==> src/slbg_pkg.sv <==
// slbg_pkg: types and constants of the life-cycle tracker and boot release gate
// assumes one 100 MHz clock and a synchronous power-on reset; no software registers
package slbg_pkg;
    localparam int CLK_PERIOD_NS = 10;
    // supply settle time before the rom stage starts
    localparam int POR_SETTLE_NS = 100;
    localparam int POR_SETTLE_CYC = (POR_SETTLE_NS + CLK_PERIOD_NS - 1) / CLK_PERIOD_NS;
    localparam int SETTLE_CNT_W = $clog2(POR_SETTLE_CYC + 1);
    localparam int ITEM_W = 8;
    localparam int USAGE_INTERNAL_BIT = 0;
    localparam int USAGE_LOCKED_BIT = 1;
    localparam logic [SETTLE_CNT_W-1:0] SETTLE_RESET = '0;

    typedef enum logic [1:0] {
        LCS_UNINITIALIZED,
        LCS_SECURED,
        LCS_RETURN_FOR_REPAIR
    } slbg_lifecycle_state_type;

    typedef enum logic {
        STAGE_SE_FIRMWARE,
        STAGE_APP_BOOTLOADER
    } slbg_stage_type;

    typedef enum logic [1:0] {
        SVC_CRYPTO,
        SVC_WRAP,
        SVC_UNWRAP,
        SVC_EXPORT
    } slbg_svc_kind_type;

    // answer of the signature checker or the upgrade engine
    typedef struct packed {
        logic done;
        logic ok;
    } slbg_result_type;

    // one security service request from the host
    typedef struct packed {
        slbg_svc_kind_type kind;
        logic [ITEM_W-1:0] item;
        logic [1:0] usage;
    } slbg_svc_req_type;
endpackage

==> src/slbg_boot_gate.sv <==
// slbg_boot_gate: life-cycle tracker and secure boot release gate
// assumes checker, upgrade engine and key fuses sit on the same clock
`timescale 1ns/100ps
module slbg_boot_gate import slbg_pkg::*; #(
    parameter int KEY_W = 128
) (
    // clock and reset
    input wire logic clk,
    input wire logic srst,
    // life-cycle control
    input wire logic nvLcsValid,
    input wire slbg_lifecycle_state_type nvLcs,
    input wire logic provisionDone,
    input wire logic eraseSecrets,
    output slbg_lifecycle_state_type lifecycleState,
    output logic secureBootOn,
    output logic debugAvail,
    output logic secretWipe,
    // boot stages
    output logic romExec,
    output logic fwExec,
    output logic chkReq,
    output slbg_stage_type chkStage,
    input wire slbg_result_type chkResult,
    output logic upgReq,
    input wire slbg_result_type upgResult,
    output logic appRstN,
    output logic rtRstN,
    output logic bootFail,
    // root key sources
    input wire logic rootFromPuf,
    input wire logic [KEY_W-1:0] pufKey,
    input wire logic [KEY_W-1:0] rngKey,
    // host services
    input wire logic seUpgradeCmd,
    input wire logic svcValid,
    input wire slbg_svc_req_type svcReq,
    output logic svcAccept,
    output logic svcDeny,
    output logic engKeyValid,
    output logic [KEY_W-1:0] engKey,
    output logic hostKeyValid,
    output logic [KEY_W-1:0] hostKey
);
    typedef enum logic [2:0] {
        BT_SETTLE,
        BT_ROM,
        BT_ROM_UPGRADE,
        BT_ROM_VERIFY,
        BT_FW_VERIFY,
        BT_RUN,
        BT_HALT
    } slbg_boot_state_type;

    slbg_boot_state_type state_reg, state_next;
    slbg_lifecycle_state_type lcs_reg;
    logic [SETTLE_CNT_W-1:0] settle_reg;
    logic upgPending_reg;
    logic [KEY_W-1:0] rootKey_reg;
    logic wipe_reg;
    logic enforce;
    logic chkPass;
    logic svcAllowed;
    logic svcIsStore;
    logic deriveReq;
    logic exportPend_reg;
    logic dkValid;
    logic [KEY_W-1:0] dkKey;

    // enforcement follows the life-cycle; off while uninitialized
    assign enforce = (lcs_reg == LCS_SECURED);
    // an unenforced stage still runs the check but ignores its verdict
    assign chkPass = chkResult.ok || !enforce;

    // life-cycle tracker
    always_ff @(posedge clk) begin
        if (srst) begin
            lcs_reg <= LCS_UNINITIALIZED;
        end else if (eraseSecrets && lcs_reg != LCS_RETURN_FOR_REPAIR) begin
            lcs_reg <= LCS_RETURN_FOR_REPAIR;
        end else if (provisionDone && lcs_reg == LCS_UNINITIALIZED) begin
            lcs_reg <= LCS_SECURED;
        end else if (nvLcsValid && nvLcs > lcs_reg) begin
            lcs_reg <= nvLcs; // fuse copy may only move forward
        end
    end

    // wipe pulse when an erase moves the life-cycle to repair; a fuse copy into repair gives none
    always_ff @(posedge clk) begin
        if (srst) begin
            wipe_reg <= 1'b0;
        end else begin
            wipe_reg <= eraseSecrets && lcs_reg != LCS_RETURN_FOR_REPAIR;
        end
    end

    // supply settle counter ahead of the rom stage
    always_ff @(posedge clk) begin
        if (srst) begin
            settle_reg <= SETTLE_RESET;
        end else if (state_reg == BT_SETTLE && settle_reg != SETTLE_CNT_W'(POR_SETTLE_CYC)) begin
            settle_reg <= settle_reg + 1'b1;
        end
    end

    // boot sequence
    always_comb begin
        state_next = state_reg;
        unique case (state_reg)
            BT_SETTLE: begin
                if (settle_reg == SETTLE_CNT_W'(POR_SETTLE_CYC)) begin
                    state_next = BT_ROM;
                end
            end
            BT_ROM: begin
                state_next = upgPending_reg ? BT_ROM_UPGRADE : BT_ROM_VERIFY;
            end
            BT_ROM_UPGRADE: begin
                // a failed upgrade keeps the old image, which is then checked
                if (upgResult.done) begin
                    state_next = BT_ROM_VERIFY;
                end
            end
            BT_ROM_VERIFY: begin
                if (chkResult.done) begin
                    state_next = chkPass ? BT_FW_VERIFY : BT_HALT;
                end
            end
            BT_FW_VERIFY: begin
                if (chkResult.done) begin
                    state_next = chkPass ? BT_RUN : BT_HALT;
                end
            end
            BT_RUN: begin
                if (upgPending_reg) begin
                    state_next = BT_ROM; // back to rom with the host held
                end
            end
            BT_HALT: begin
                state_next = BT_HALT; // only a reset leaves here
            end
        endcase
    end

    always_ff @(posedge clk) begin
        if (srst) begin
            state_reg <= BT_SETTLE;
        end else begin
            state_reg <= state_next;
        end
    end

    // upgrade command from the host; the set wins over the clear
    always_ff @(posedge clk) begin
        if (srst) begin
            upgPending_reg <= 1'b0;
        end else if (seUpgradeCmd && state_reg == BT_RUN) begin
            upgPending_reg <= 1'b1;
        end else if (state_reg == BT_ROM_UPGRADE) begin
            upgPending_reg <= 1'b0;
        end
    end

    // root key: taken at rom entry, zeroed for repair
    always_ff @(posedge clk) begin
        if (srst) begin
            rootKey_reg <= '0;
        end else if (lcs_reg == LCS_RETURN_FOR_REPAIR || eraseSecrets) begin
            rootKey_reg <= '0;
        end else if (state_next == BT_ROM && state_reg != BT_ROM) begin
            rootKey_reg <= rootFromPuf ? pufKey : rngKey;
        end
    end

    // stage strobes, one cycle on entry to each verify or upgrade stage
    always_ff @(posedge clk) begin
        if (srst) begin
            chkReq <= 1'b0;
            upgReq <= 1'b0;
            chkStage <= STAGE_SE_FIRMWARE;
        end else begin
            chkReq <= state_next != state_reg && (state_next == BT_ROM_VERIFY || state_next == BT_FW_VERIFY);
            upgReq <= state_next == BT_ROM_UPGRADE && state_reg != BT_ROM_UPGRADE;
            chkStage <= (state_next == BT_FW_VERIFY) ? STAGE_APP_BOOTLOADER : STAGE_SE_FIRMWARE;
        end
    end

    // processor resets and stage levels
    always_ff @(posedge clk) begin
        if (srst) begin
            appRstN <= 1'b0;
            rtRstN <= 1'b0;
            romExec <= 1'b0;
            fwExec <= 1'b0;
            bootFail <= 1'b0;
        end else begin
            appRstN <= state_next == BT_RUN;
            rtRstN <= state_next == BT_RUN;
            romExec <= state_next == BT_ROM || state_next == BT_ROM_UPGRADE || state_next == BT_ROM_VERIFY;
            fwExec <= state_next == BT_FW_VERIFY || state_next == BT_RUN;
            bootFail <= state_next == BT_HALT;
        end
    end

    // life-cycle outputs
    always_ff @(posedge clk) begin
        if (srst) begin
            lifecycleState <= LCS_UNINITIALIZED;
            secureBootOn <= 1'b0;
            debugAvail <= 1'b0;
            secretWipe <= 1'b0;
        end else begin
            lifecycleState <= lcs_reg;
            secureBootOn <= enforce;
            debugAvail <= enforce;
            secretWipe <= wipe_reg;
        end
    end

    // service policy: repair has no secrets, limits are honoured
    assign svcIsStore = svcReq.kind != SVC_CRYPTO;
    always_comb begin
        svcAllowed = state_reg == BT_RUN;
        if (svcIsStore && lcs_reg == LCS_RETURN_FOR_REPAIR) begin
            svcAllowed = 1'b0;
        end
        if (svcReq.usage[USAGE_LOCKED_BIT]) begin
            svcAllowed = 1'b0;
        end
        if (svcReq.kind == SVC_EXPORT && svcReq.usage[USAGE_INTERNAL_BIT]) begin
            svcAllowed = 1'b0; // internal keys never leave
        end
    end
    assign deriveReq = svcValid && svcAllowed;

    // accept or deny answer, one cycle after the request
    always_ff @(posedge clk) begin
        if (srst) begin
            svcAccept <= 1'b0;
            svcDeny <= 1'b0;
            exportPend_reg <= 1'b0;
        end else begin
            svcAccept <= deriveReq;
            svcDeny <= svcValid && !svcAllowed;
            exportPend_reg <= deriveReq && svcReq.kind == SVC_EXPORT;
        end
    end

    slbg_key_derive #(
        .KEY_W(KEY_W)
    ) uDerive (
        .clk(clk),
        .srst(srst),
        .reqValid(deriveReq),
        .rootKey(rootKey_reg),
        .item(svcReq.item),
        .keyValid(dkValid),
        .itemKey(dkKey)
    );

    // route the item key: engine for internal use, host only on export
    always_ff @(posedge clk) begin
        if (srst) begin
            engKeyValid <= 1'b0;
            engKey <= '0;
            hostKeyValid <= 1'b0;
            hostKey <= '0;
        end else begin
            engKeyValid <= dkValid && !exportPend_reg;
            engKey <= (dkValid && !exportPend_reg) ? dkKey : '0;
            hostKeyValid <= dkValid && exportPend_reg;
            hostKey <= (dkValid && exportPend_reg) ? dkKey : '0;
        end
    end
endmodule

==> src/slbg_key_derive.sv <==
// slbg_key_derive: per-item key from the storage root key
// assumes the real key derivation lives in the crypto datapath; this is its stand-in mix
`timescale 1ns/100ps
module slbg_key_derive import slbg_pkg::*; #(
    parameter int KEY_W = 128
) (
    // clock and reset
    input wire logic clk,
    input wire logic srst,
    // request
    input wire logic reqValid,
    input wire logic [KEY_W-1:0] rootKey,
    input wire logic [ITEM_W-1:0] item,
    // derived key, one cycle after the request
    output logic keyValid,
    output logic [KEY_W-1:0] itemKey
);
    logic [KEY_W-1:0] mixNext;

    // every byte depends on item and lane, so no two items share a key
    for (genvar g = 0; g < KEY_W / 8; g++) begin : gMix
        assign mixNext[g*8 +: 8] = rootKey[g*8 +: 8] ^ (item + 8'(g));
    end

    // valid strobe
    always_ff @(posedge clk) begin
        if (srst) begin
            keyValid <= 1'b0;
        end else begin
            keyValid <= reqValid;
        end
    end

    // key register; cleared when idle so no stale key lingers
    always_ff @(posedge clk) begin
        if (srst) begin
            itemKey <= '0;
        end else if (reqValid) begin
            itemKey <= mixNext;
        end else begin
            itemKey <= '0;
        end
    end
endmodule

==> config.mk <==
export PLATFORM = sky130hd
export DESIGN_NAME = slbg_boot_gate
export DESIGN_NICKNAME = d
export VERILOG_FILES = /design/src/slbg_pkg.sv /design/src/slbg_boot_gate.sv /design/src/slbg_key_derive.sv
export SDC_FILE = /design/constraint.sdc
export NUM_CORES = 1
export LEC_CHECK = 0
export ABC_CLOCK_PERIOD_IN_PS = 3200
export BUFFER_PORTS_ARGS = -buffer_cell sky130_fd_sc_hd__buf_2
export CORE_AREA = 2 2 216 218
export DETAILED_ROUTE_END_ITERATION = 16
export DIE_AREA = 0 0 218 220
export MAX_ROUTING_LAYER = met4
export PLACE_DENSITY = 0.75
export REMOVE_ABC_BUFFERS = 1
export SLEW_MARGIN = 10
export SYNTH_ARGS = -nofsm -noshare
export SYNTH_HDL_FRONTEND = slang
export SYNTH_SLANG_ARGS = --single-unit
export TNS_END_PERCENT = 100
==> constraint.sdc <==
create_clock -name clk -period 3.2 [get_ports clk]
set_input_delay 0.32 -clock clk [delete_from_list [all_inputs] [get_ports clk]]
set_output_delay 0.32 -clock clk [all_outputs]
set_load 0.02 [all_outputs]
==> results of run 1 <==
## worst register-to-register path, cell delays in order (launching register included)
cell	delay, ns
dfxtp_1	0.39
nor2b_1	0.29
a21o_1	0.12
a221oi_1	0.08
nand3b_1	0.15
buf_12	0.48
inv_1	0.13
and3_1	0.20
dlygate4sd3_1	0.54
## Yosys cell counts, types with 18 or more instances
cell      count  area, sq um
a21oi_1     146          731
and2_1      257         1610
a211oi_2    120         1500
ha_1         18          225
clkbuf_1     91          342
nor2_1      169          634
mux2i_1     130         1300
xor2_1       67          587
buf_2        22          110
dfxtp_1     539        10800
xnor2_1     131         1150
buf_6        18          203
## cells by family after synthesis
| group | after synthesis | share of synthesized area |
|---|---|---|
| flops | 539 | 0.542 |
| mux | 130 | 0.0653 |
| fa+ha+maj | 18 | 0.0113 |
| simple gates | 487 | 0.132 |
| compound gates | 300 | 0.125 |
| xor+xnor | 198 | 0.0870 |
| buf+inv | 154 | 0.0377 |
## how the worst min path moves through the flow
stage | startpoint | end | slack [ns] | depth (start not counted)
finish | nvLcs[1] | lcs_reg[1] | 0.08 | 3
detailed placement | uDerive.itemKey[75] | engKey[75] | 0.43 | 1
global placement | uDerive.itemKey[64] | hostKey[64] | 0.42 | 1
global route | rngKey[1] | rootKey_reg[1] | 0.09 | 3
CTS | nvLcs[1] | lcs_reg[1] | 0.04 | 3
floorplan | srst | lifecycleState[0] | 0.39 | 1
## repair_timing
item,4_1_cts,5_1_grt
hold buffers,4,0
endpoints found under the hold margin,4,0
setup buffers,0,0
## report_power, final
part	total (mW)	switching (mW)	leakage [nW]	internal, mW
Sequential	7.03	0.140	4.35	6.89
Clock	6.28	2.57	0.884	3.71
Combinational	2.67	1.64	5.93	1.03
## layer usage
layer / vias up / share of wire / track usage
met5: - / 0 / -
met4: 0 / 0.026 / 0.0676
met3: 95 / 0.049 / 0.0353
met2: 427 / 0.50 / 0.372
met1: 6786 / 0.42 / 0.257
li1: 7041 / - / -
## layout make-up
cell class	instances	area, sq um
diodes	1	2.50
clock inverters	19	195
inverters	14	52.6
multi-input cells	1133	8400
clock buffers	76	1600
fillers	3973	20900
well taps	607	759
flip-flops and latches	539	10800
repair buffers	587	3190
## through the flow
| stage | hold slack [ns] | total power [mW] | worst slack (ns) | instances |
|---|---|---|---|---|
| floorplan | 0.387 | 8.92 | -2.68 | 1686 |
| global placement | 0.424 | 9.77 | 0.816 | 2876 |
| detailed placement | 0.432 | 9.85 | 0.760 | 2876 |
| CTS | 0.0448 | 16.1 | 0.694 | 2975 |
| global route | 0.0873 | 16.7 | 0.505 | 2975 |
| finish | 0.0770 | 16.0 | 0.722 | 2976 |
==> results by stage, run 1 <==
Timing:
- Between clock sinks in the finished design, the worst skew comes to 0.0105 ns.
- The time the final worst path needs with I/O delays and setup is 2.48 ns.
- The highest attainable clock frequency is 0.404 GHz.
- The ratio of final minimum period to clock period is 0.774.
- Setup repair after global routing left no endpoint under its margin.
- The count of pins over their slew limit came to 0.
- The hold violation count in the final report is 0.
- The slew at the pin closest to its max-slew limit is 0.760 ns.
- Setup violations remaining at the end of the flow were counted as 0.
- The relative max-transition margin is 0.493.
- Adding up every negative setup slack in the final design gives 0 ns.

Synthesis:
- The distinct cell type count of the synthesized netlist is 53.
- The predominant post-synthesis flop cell is dfxtp_1.
- Yosys printed 0 warnings.
- The share of synthesized flip-flops with an asynchronous set or reset is 0.
- In this run, synthesis inferred 0 flip-flops with an integrated enable.
- The mean cell area of the mapped netlist is 10.9 sq um.
- The number of storage elements in the synthesis netlist is 539.
- Of the synthesized area, sequential elements account for 0.542.
- The mapped netlist covers 19900 sq um.
- Counting every instance in the synthesized netlist gives 1826.

CTS:
- The H-tree was split into 2 levels.
- The tree is rooted in a clkbuf_16.
- TritonCTS built the clock tree.
- The clock transition at the registers of the reported paths is 0.06 ns.
- The number of sinks on the clock net is 539.
- The later pin in the worst-skew pair is clocked with a latency of 0.59 ns.
- Counting along the longest clock path gives a buffer depth of 3.
- The post-cts sizing count is 0.
- Clock tree synthesis inserted a total of 54 buffers.

Critical path:
- Tracing the worst setup path back leads to its startpoint at lcs_reg[1].
- In this design, the largest share of critical-path delay is due to buffers and inverters.
- The count of cells along the worst register-to-register path is 8.
- The critical register-to-register path startpoint is lcs_reg[1].
- The number of cells on the critical path is 8.
- Of all nets on the critical path, the largest fanout is 129.
- On the worst path, the slowest cell contributes a delay of 0.54 ns.
- STA classifies the critical path startpoint as a register.
- For the worst setup path, the data arrival time is 2.96 ns.
- Following the worst setup path forward leads to its endpoint at exportPend_reg.
- The critical path is of the register to register type.
- The critical path contains buffers and inverters numbering 3 combined.
- The capturing element type of the critical path is a register.
- Traced cell by cell, the critical path runs through nor2b_1, a21o_1, a221oi_1, nand3b_1, buf_12, inv_1, and3_1, dlygate4sd3_1.
- The slowest stage of the critical path is the dlygate4sd3_1 cell.
- STA puts the critical path data required time at 3.68 ns.
- The worst reg-to-reg setup slack is 0.72 ns.
- The destination of the worst register-to-register timing path is exportPend_reg.

Route:
- In the final routed layout, each cell accounts on average for 17.6 um.
- The number of routed nets with antenna violations is 0.
- The count of routing violations after the opening detailed-route iteration is 596.
- After detailed routing, the number of remaining DRC violations is 0.
- The final route contains 14300 vias.
- The total wire length is 52400 um.
- Before antenna repair, the detailed router went through 4 iterations.
- After detailed routing, the number of vias per cell comes to 4.82.

Layout:
- Compared with the post-synthesis result, the final layout area differs by 25.4%.
- Measured on the finished design, the core utilization comes to 0.545.
- The net total in the final layout is 2629.
- The library cells used most frequently in the layout, excluding fill and tap cells, are buf_2 (552), dfxtp_1 (539), and2_1 (257).
- The final design instance area without fill is 25000 sq um.
- In the final layout, the share of cells above drive strength 1 is 0.339.
- The library cell used most frequently in the layout, excluding fill and tap cells, is buf_2.

Floorplanning:
- The die is 218 um wide.
- The area of the die is 48000 sq um.
- The number of I/O pins is 555.
- The starting density of the core is 0.434.
- After floorplanning, the core was sized to cover 45900 sq um.
- The floorplan step set the die height to 220 um.
- The number of core rows is 79.

Pwr:
- For this design the ratio of total power to cell area is 640 nW/um^2.
- The maximum VDD drop is 0.432 mV.
- The analysis attributes to cell leakage a power of 11.2 nW.

Global routing:
- For this run the aggregate overflow at the end of global routing stands at 0.
- The pin count of the biggest net entering global routing is 130.
- The overall fraction of global-route tracks in use is 0.216.
- The number of global-route vias before repair is 14000.
- The global-route wire length before repair is 77700 um.
- The number of antenna violations at the first check in global routing was 0.

Worst hold path:
- The path class of the lowest-slack min-delay path is primary input to register.

Run:
- The max-capacitance violation count is 0.

Placed design:
- The placer congestion estimate is 0.828.
- The post-placement cell area is 23200 sq um.
- The half-perimeter wire length of the detailed placement result is 36200 um.
- In this run the tool buffered the top-level ports with 553 buffer cells.

Run status:
- The flow ran to the end, and the final reports show no timing, DRC or antenna violations.
(Power assumes the default switching activity.)
==> run 2, diff against run 1 <==
ABC_AREA = 1   (was unset)
ABC_CLOCK_PERIOD_IN_PS = 2300   (was 3200)
PLACE_DENSITY = 0.74   (was 0.75)
clock period = 2.3 ns   (was 3.2 ns; I/O delays follow)
==> run 2 against run 1 <==
  * Combinational power up 66%
  * Register-to-register slack got worse by 0.56 ns
  * Setup slack worse by 0.56 ns
  * Clock power is 44% higher
  * Final cell count increased by 14%
  * Synthesized cell count is 17% higher
  * Non-clock buffer count increased by 105
  * Highest routed layer unchanged
==> results by stage, run 2 <==
Layout:
- The number of antenna diodes in the final layout is 0.
- After routing the design area is 25700 sq um.
- The net total in the final layout is 3060.
- Of the cells placed in the final design, the portion with a size suffix greater than 1 is 0.332.
- Leaving out fill and tap cells, the most frequent cell in the layout is nor2_1.
- The count of cells in the finished layout, fillers not included, comes to 3405.
- In the layout the commonest cells are nor2_1 (555), buf_2 (552), dfxtp_1 (538).
- From synthesis to final layout, the design area changed by 30.9%.

Route:
- The count of nets left with antenna violations once routing finished came out at 0.
- The detailed router placed 16000 vias in this run.
- The number of remaining DRC errors is 0.
- The routed wire length per instance is 16.4 um.
- The total wire length is 55800 um.
- The count of routing violations after the opening detailed-route iteration is 714.
- The via-per-instance ratio is 4.71.
- The number of search-and-repair iterations in the first detailed-routing pass is 6.

Synthesis:
- The synthesized cell area is 19600 sq um.
- The share of Yosys cell area claimed by the top area cell type is 0.550.
- Synthesis instantiated 42 different standard cells from the library.
- The total of warnings raised by yosys is 0.
- The commonest cells after synthesis are nor2_1 (555), dfxtp_1 (539), inv_1 (174).
- The mean cell area of the mapped netlist is 9.21 sq um.
- By instance count, the leading cell after synthesis is nor2_1.
- The count of flip-flops with a built-in enable after synthesis is 0.
- The share of synthesized flip-flops with an asynchronous set or reset is 0.
- The post-synthesis instance total is 2132.
- In this run, synthesis produced a sequential element count of 539.
- The cell type with the highest aggregate area in the netlist is dfxtp_1.
- Of the synthesized area, sequential elements account for 0.550.
- Yosys attributes the largest share of cell area to dfxtp_1 (55%), nor2_1 (11%), mux2_2 (7.3%).
- The predominant post-synthesis flop cell is dfxtp_1.

Critical path:
- The worst path required time is 2.81 ns.
- Counting stages on the worst path, the most repeated cell is nand2_1.
- The largest individual stage delay along the critical path comes from the cell dfxtp_1.
- The most critical setup path has its startpoint at state_reg[0].
- The worst path arrival time is 2.65 ns.
- The count of cells along the worst register-to-register path is 11.
- Of all nets on the critical path, the largest fanout is 73.
- The critical register-to-register path startpoint is state_reg[0].
- On the worst path, the slowest cell contributes a delay of 0.55 ns.
- STA classifies the critical path endpoint as a register.
- STA classifies the critical path startpoint as a register.
- The worst setup path is of the register to register kind.
- Traced cell by cell, the critical path runs through inv_2, nand2_1, nand2_1, nand2_1, nand2_1, nand2_2, nand2_2, nor2_4, buf_12, o21ai_0, nor2_1.

Run:
- The max-capacitance violation count is 0.

Timing:
- On the final layout, the worst hold slack is 0.0250 ns.
- Of the available clock period, the critical path in the final layout requires 0.929.
- The hold violation count in the final report was 0.
- The clock arrives with 0.0222 ns of skew.
- Setup repair after global routing left no endpoint under its margin.
- The count of pins over their slew limit is 0.
- Headroom to the max-slew limit came out at 0.504.
- Setup violations remaining at the end of the flow were counted as 0.
- For this run, the top clock speed supported by timing is 0.468 GHz.
- The time the final worst path needs with I/O delays and setup is 2.14 ns.
- The slew at the pin closest to its max-slew limit is 0.736 ns.
- The worst setup slack after layout is 0.163 ns.

Floorplanning:
- In this run the vertical extent of the chip is 220 um.
- The area of the die is 48000 sq um.
- The initial utilization of the core area, before any placement, comes to 0.428.
- The core outline area is 45900 sq um.
- The initialized floorplan defines 79 standard-cell rows.
- During I/O placement, the number of pins put on the boundary was 555.
- The die width is 218 um.

Pwr:
- The share of total power dissipated in the clock network is 0.383.
- For this design the total switching power over the nets is 6.75 mW.
- In this run the static leakage power is 11.6 nW.
- The share of total power dissipated in combinational logic is 0.188.
- The maximum VDD drop is 0.686 mV.
- The switching part of the total power is 0.285.
- The internal portion of the total power is 16.9 mW.
- The part of the power in registers is 0.430.
- For this design the ratio of total power to cell area is 921 nW/um^2.

Global routing:
- The first global-routing pass estimated 84800 um of wire.
- In the global route stage, overall resource usage came out at 0.232.
- The number of global-route vias before repair came to 15900.
- The number of antenna violations at the first check in global routing is 0.
- The total global routing overflow is 0.
- The pin count of the biggest net entering global routing is 129.

Placed design:
- The placer congestion estimate is 0.840.
- The worst slack after detailed placement is 0.173 ns.
- During placement, the flow inserted port buffers numbering 553.
- In this run the cell area measured after placement is 22900 sq um.
- Once detailed placement completed, the half-perimeter wirelength came to 37900 um.
- In this run, placement finished with an instance count of 3218.

CTS:
- Clock-pin slew was measured on the worst setup and hold paths at 0.06 ns.
- CTS placed an instance of clkbuf_16 at the clock tree root.
- The number of sinks on the clock net is 539.
- For the worst-skew pair, the clock arrives at the later sink with an insertion delay of 0.59 ns.
- Buffers inserted during clock tree synthesis total 52.
- The H-tree generated during clock tree synthesis spans 2 levels.
- TritonCTS built the clock tree.
- The number of buffers on the longest clock path is 3.

Worst hold path:
- The path class of the tightest hold or removal check is primary input to register.
- The worst hold path begins at pufKey[119].
- Along the worst hold path, the cell count comes to 4.

Run status:
- The run finished with clean final reports.
run 2: cell types whose count changed after synthesis, moves of 102 or more:
cell,delta
nor2_1,+386
and2_1,-257
o21ai_0,+165
inv_1,+160
mux2i_1,-130
mux2_2,+128
a211oi_2,-120
a21oi_1,-102
run 2: per-layer routing:
metal / GRT usage / up-vias / wire (um)
li1: - / 7846 / -
met5: - / - / 0
met4: 0.0875 / 0 / 1800
met1: 0.278 / 7569 / 23300
met2: 0.401 / 497 / 28100
met3: 0.0265 / 132 / 2510
run 2: timing repair:
action / CTS / global route
endpoints found under the hold margin: 61 / 0
hold buffers: 95 / 0
resized for setup: 0 / 1
setup buffers: 0 / 0
endpoints found under the setup margin: 0 / 15
run 2: critical path, delay by kind of cell (launching register included):
family	cells	cell delay (ns)
AO/OA/AOI/OAI	1	0.15
buffers and inverters	2	0.41
AND/OR/NAND/NOR	8	0.90
flip-flops	1	0.55
run 2: cell families (layout without fill, tap and decap cells):
logic type                 count (synthesis)  in the layout  synth area share
AOI/OAI and AO/OA                        228            228            0.0595
xor gates and xnor gates                 147            147            0.0656
adders and majority gates                 18             18            0.0115
buffers and inverters                    303            969            0.0747
DFF                                      539            539             0.550
muxes                                    128            128            0.0734
and+or+nand+nor                          769            769             0.166
run 2: cell type report:
cell class,instances,area [sq um]
Fill cell,3975,20200
Clock inverter,22,329
Sequential cell,539,10800
Tap cell,607,759
Multi-Input combinational cell,1290,7390
Inverter,185,704
Timing Repair Buffer,692,4220
Clock buffer,70,1490
run 2: through the flow:
| step | setup TNS, ns | total power [mW] | utilization |
|---|---|---|---|
| 2_1_floorplan | -602.79 | 13.0 | - |
| 3_5_place_dp | 0 | 14.6 | 0.500 |
| 3_3_place_gp | 0 | 14.5 | 0.500 |
| 4_1_cts | 0 | 23.8 | 0.560 |
| 5_1_grt | 0 | 24.7 | 0.560 |
| 6_report | 0 | 23.7 | 0.560 |
run 2: power by group through the flow:
stage	clock [mW]	combinational, mW	sequential [mW]
floorplan	0	2.70	10.3
global placement	0	4.17	10.3
detailed placement	0	4.29	10.4
CTS	9.20	4.46	10.2
global route	9.62	4.91	10.2
finish	9.06	4.44	10.2
run 2: final timing paths:
check                          end  slack (ns)
setup / recovery   rootKey_reg[48]        0.16
hold / removal    rootKey_reg[119]        0.03
setup reg to reg   rootKey_reg[48]        0.16
hold reg to reg         secretWipe        0.41
==> run 3, diff against run 2 <==
MAX_ROUTING_LAYER = unset   (was met4)
==> run 3 against run 2 <==
  * Count of clock-buffer cells in the layout unchanged
  * Non-clock buffer count unchanged
  * Die area unchanged
  * Global-route usage down 0.68 points
  * Final cell count unchanged
  * Hold slack better by 0.0012 ns
  * Largest cell class unchanged
  * Highest routed layer unchanged
==> results by stage, run 3 (synthesis results as in run 2) <==
Run status:
- The run finished with clean final reports.

Layout:
- The signed area change from the synthesized netlist to the final layout is 30.9%.
- The fraction of final layout cells sized beyond drive strength 1 is 0.332.
- In the layout the commonest cells are nor2_1 (555), buf_2 (552), dfxtp_1 (538).
- The layout has 3975 filler cells.
- The net total in the final layout is 3060.
- The antenna cell count is 0.
- Leaving out fill and tap cells, the most frequent cell in the layout is nor2_1.

Worst hold path:
- The min-delay analysis places its worst path in the category primary input to register.

Timing:
- Setup repair after global routing left no endpoint under its margin.
- The count of final setup violators is 0.
- Headroom to the max-slew limit came out at 0.516.
- The worst clock skew is 0.0218 ns.
- The worst hold slack is 0.0262 ns.
- The highest attainable clock frequency is 0.475 GHz.
- The ratio of final minimum period to clock period is 0.916.
- The count of pins over their slew limit came to 0.
- The slew at the pin closest to its max-slew limit is 0.719 ns.
- The clock period could shrink to 2.11 ns.
- The hold violation count in the final report is 0.
- After routing, the total negative slack on setup checks comes to 0 ns.

CTS:
- Post-CTS timing repair inserted 0 buffers for setup.
- CTS placed an instance of clkbuf_16 at the clock tree root.
- Clock latency on the worst-skew pair, taken at its later pin, is 0.59 ns.
- The number of sinks on the clock net is 539.
- Clock-pin slew was measured on the worst setup and hold paths at 0.06 ns.
- The CTS H-tree depth is 2.
- The number of buffers on the longest clock path is 3.
- Buffers inserted during clock tree synthesis total 52.
- The clock tree from TritonCTS is done.

Global routing:
- The pin count of the biggest net entering global routing is 129.
- The first global-routing pass estimated 84800 um of wire.
- The number of global-route vias before repair is 15900.
- The total global routing overflow is 0.
- The number of antenna violations at the first check in global routing came to 0.
- The overall fraction of global-route tracks in use is 0.225.

Floorplanning:
- The height of the chip is 220 um.
- The die covers 48000 sq um.
- The core outline area is 45900 sq um.
- For this configuration, the core starts out at a cell density of 0.428.
- Measured along the x axis, the die boundary spans 218 um.
- Row generation in the floorplan step produced 79 rows.
- 555 I/O pins were placed.

Placed design:
- The number of input and output port buffers inserted is 553.
- The HPWL after detailed placement is 37900 um.
- The placer congestion estimate is 0.828.

Route:
- Before antenna repair, the detailed router went through 5 iterations.
- The count of routing violations after the opening detailed-route iteration is 686.
- The via-per-instance ratio is 4.71.
- The vias after detailed routing is 16000.
- After detailed routing, the number of remaining DRC violations is 0.
- The number of routed nets with antenna violations is 0.
- The routed wire length per instance is 16.4 um.
- The routed design has 55800 um of wire.

Pwr:
- Summed over all cells, the static leakage comes to 11.6 nW.
- The share of total power dissipated in combinational logic is 0.187.
- The part of the power in registers is 0.430.
- VDD sags by at most 0.685 mV.
- The power density relative to cell area is 921 nW/um^2.
- The reported net switching power is 6.74 mW.
- The share of total power dissipated in the clock network is 0.383.
- Of the total power, the share spent switching nets is 0.285.
- The internal power summed over all cells is 16.9 mW.

Critical path:
- The critical path launch point type is a register.
- The biggest fanout along the worst timing path is 73.
- Data on the critical path arrives at its endpoint at 2.62 ns.
- Data on the critical path is required at its endpoint by 2.81 ns.
- STA classifies the critical path endpoint as a register.
- The critical setup path kind is register to register.

Run:
- The tool flagged a number of max-cap violations equal to 0.
run 3: cell counts in the layout (fill, tap and decap cells not counted):
No cell type changed its count.
run 3: critical path, cell delays in order, from the launching register on:
cell	delay, ns
dfxtp_1	0.53
inv_2	0.11
nand2_1	0.07
nand2_1	0.06
nand2_1	0.07
nand2_1	0.08
nand2_2	0.14
nand2_2	0.08
nor2_4	0.24
buf_12	0.30
o21ai_0	0.14
nor2_1	0.15
run 3: worst paths after layout:
kind,from,to,slack [ns],cells after the start
worst min register to register,wipe_reg,secretWipe,0.41,2
worst min-delay path,pufKey[73],rootKey_reg[73],0.03,4
worst max-delay path,state_reg[0],rootKey_reg[48],0.19,11
worst max register to register,state_reg[0],rootKey_reg[48],0.19,11
run 3: per-stage QoR:
step / power [mW] / std cells / util / worst slack (ns) / cell area (sq um)
after floorplan: 13.0 / 2014 / - / -3.62 / 18900
after global placement: 14.5 / 3218 / 0.500 / 0.205 / 22900
after detailed placement: 14.6 / 3218 / 0.500 / 0.173 / 22900
after CTS: 23.8 / 3405 / 0.560 / 0.199 / 25700
after global routing: 24.7 / 3405 / 0.560 / 0.0111 / 25700
final: 23.7 / 3405 / 0.560 / 0.194 / 25700
run 3: layer usage:
| metal | GRT usage | part of all wire |
|---|---|---|
| met2 | 0.402 | 0.50 |
| met4 | 0.0866 | 0.032 |
| met1 | 0.275 | 0.42 |
| met3 | 0.0300 | 0.047 |
| met5 | 0 | 0 |
run 3: final cells by class:
cell class                      instances  area (sq um)  area share
Clock buffer                           70          1490      0.0580
Clock inverter                         22           329      0.0128
Inverter                              185           704      0.0274
Multi-Input combinational cell       1290          7390       0.288
Sequential cell                       539         10800       0.420
Tap cell                              607           759      0.0296
Timing Repair Buffer                  692          4220       0.164
run 3: power by group through the flow:
stage	sequential (mW)	clock [mW]	combinational [mW]
global placement	10.3	0	4.17
floorplan	10.3	0	2.70
finish	10.2	9.06	4.43
global route	10.2	9.62	4.91
CTS	10.2	9.20	4.46
detailed placement	10.4	0	4.29
run 3: timing repair:
item | 4_1_cts | 5_1_grt
hold buffers | 95 | 0
gates resized for setup | 0 | 1
hold endpoints to repair | 61 | 0
setup endpoints to repair | 0 | 15
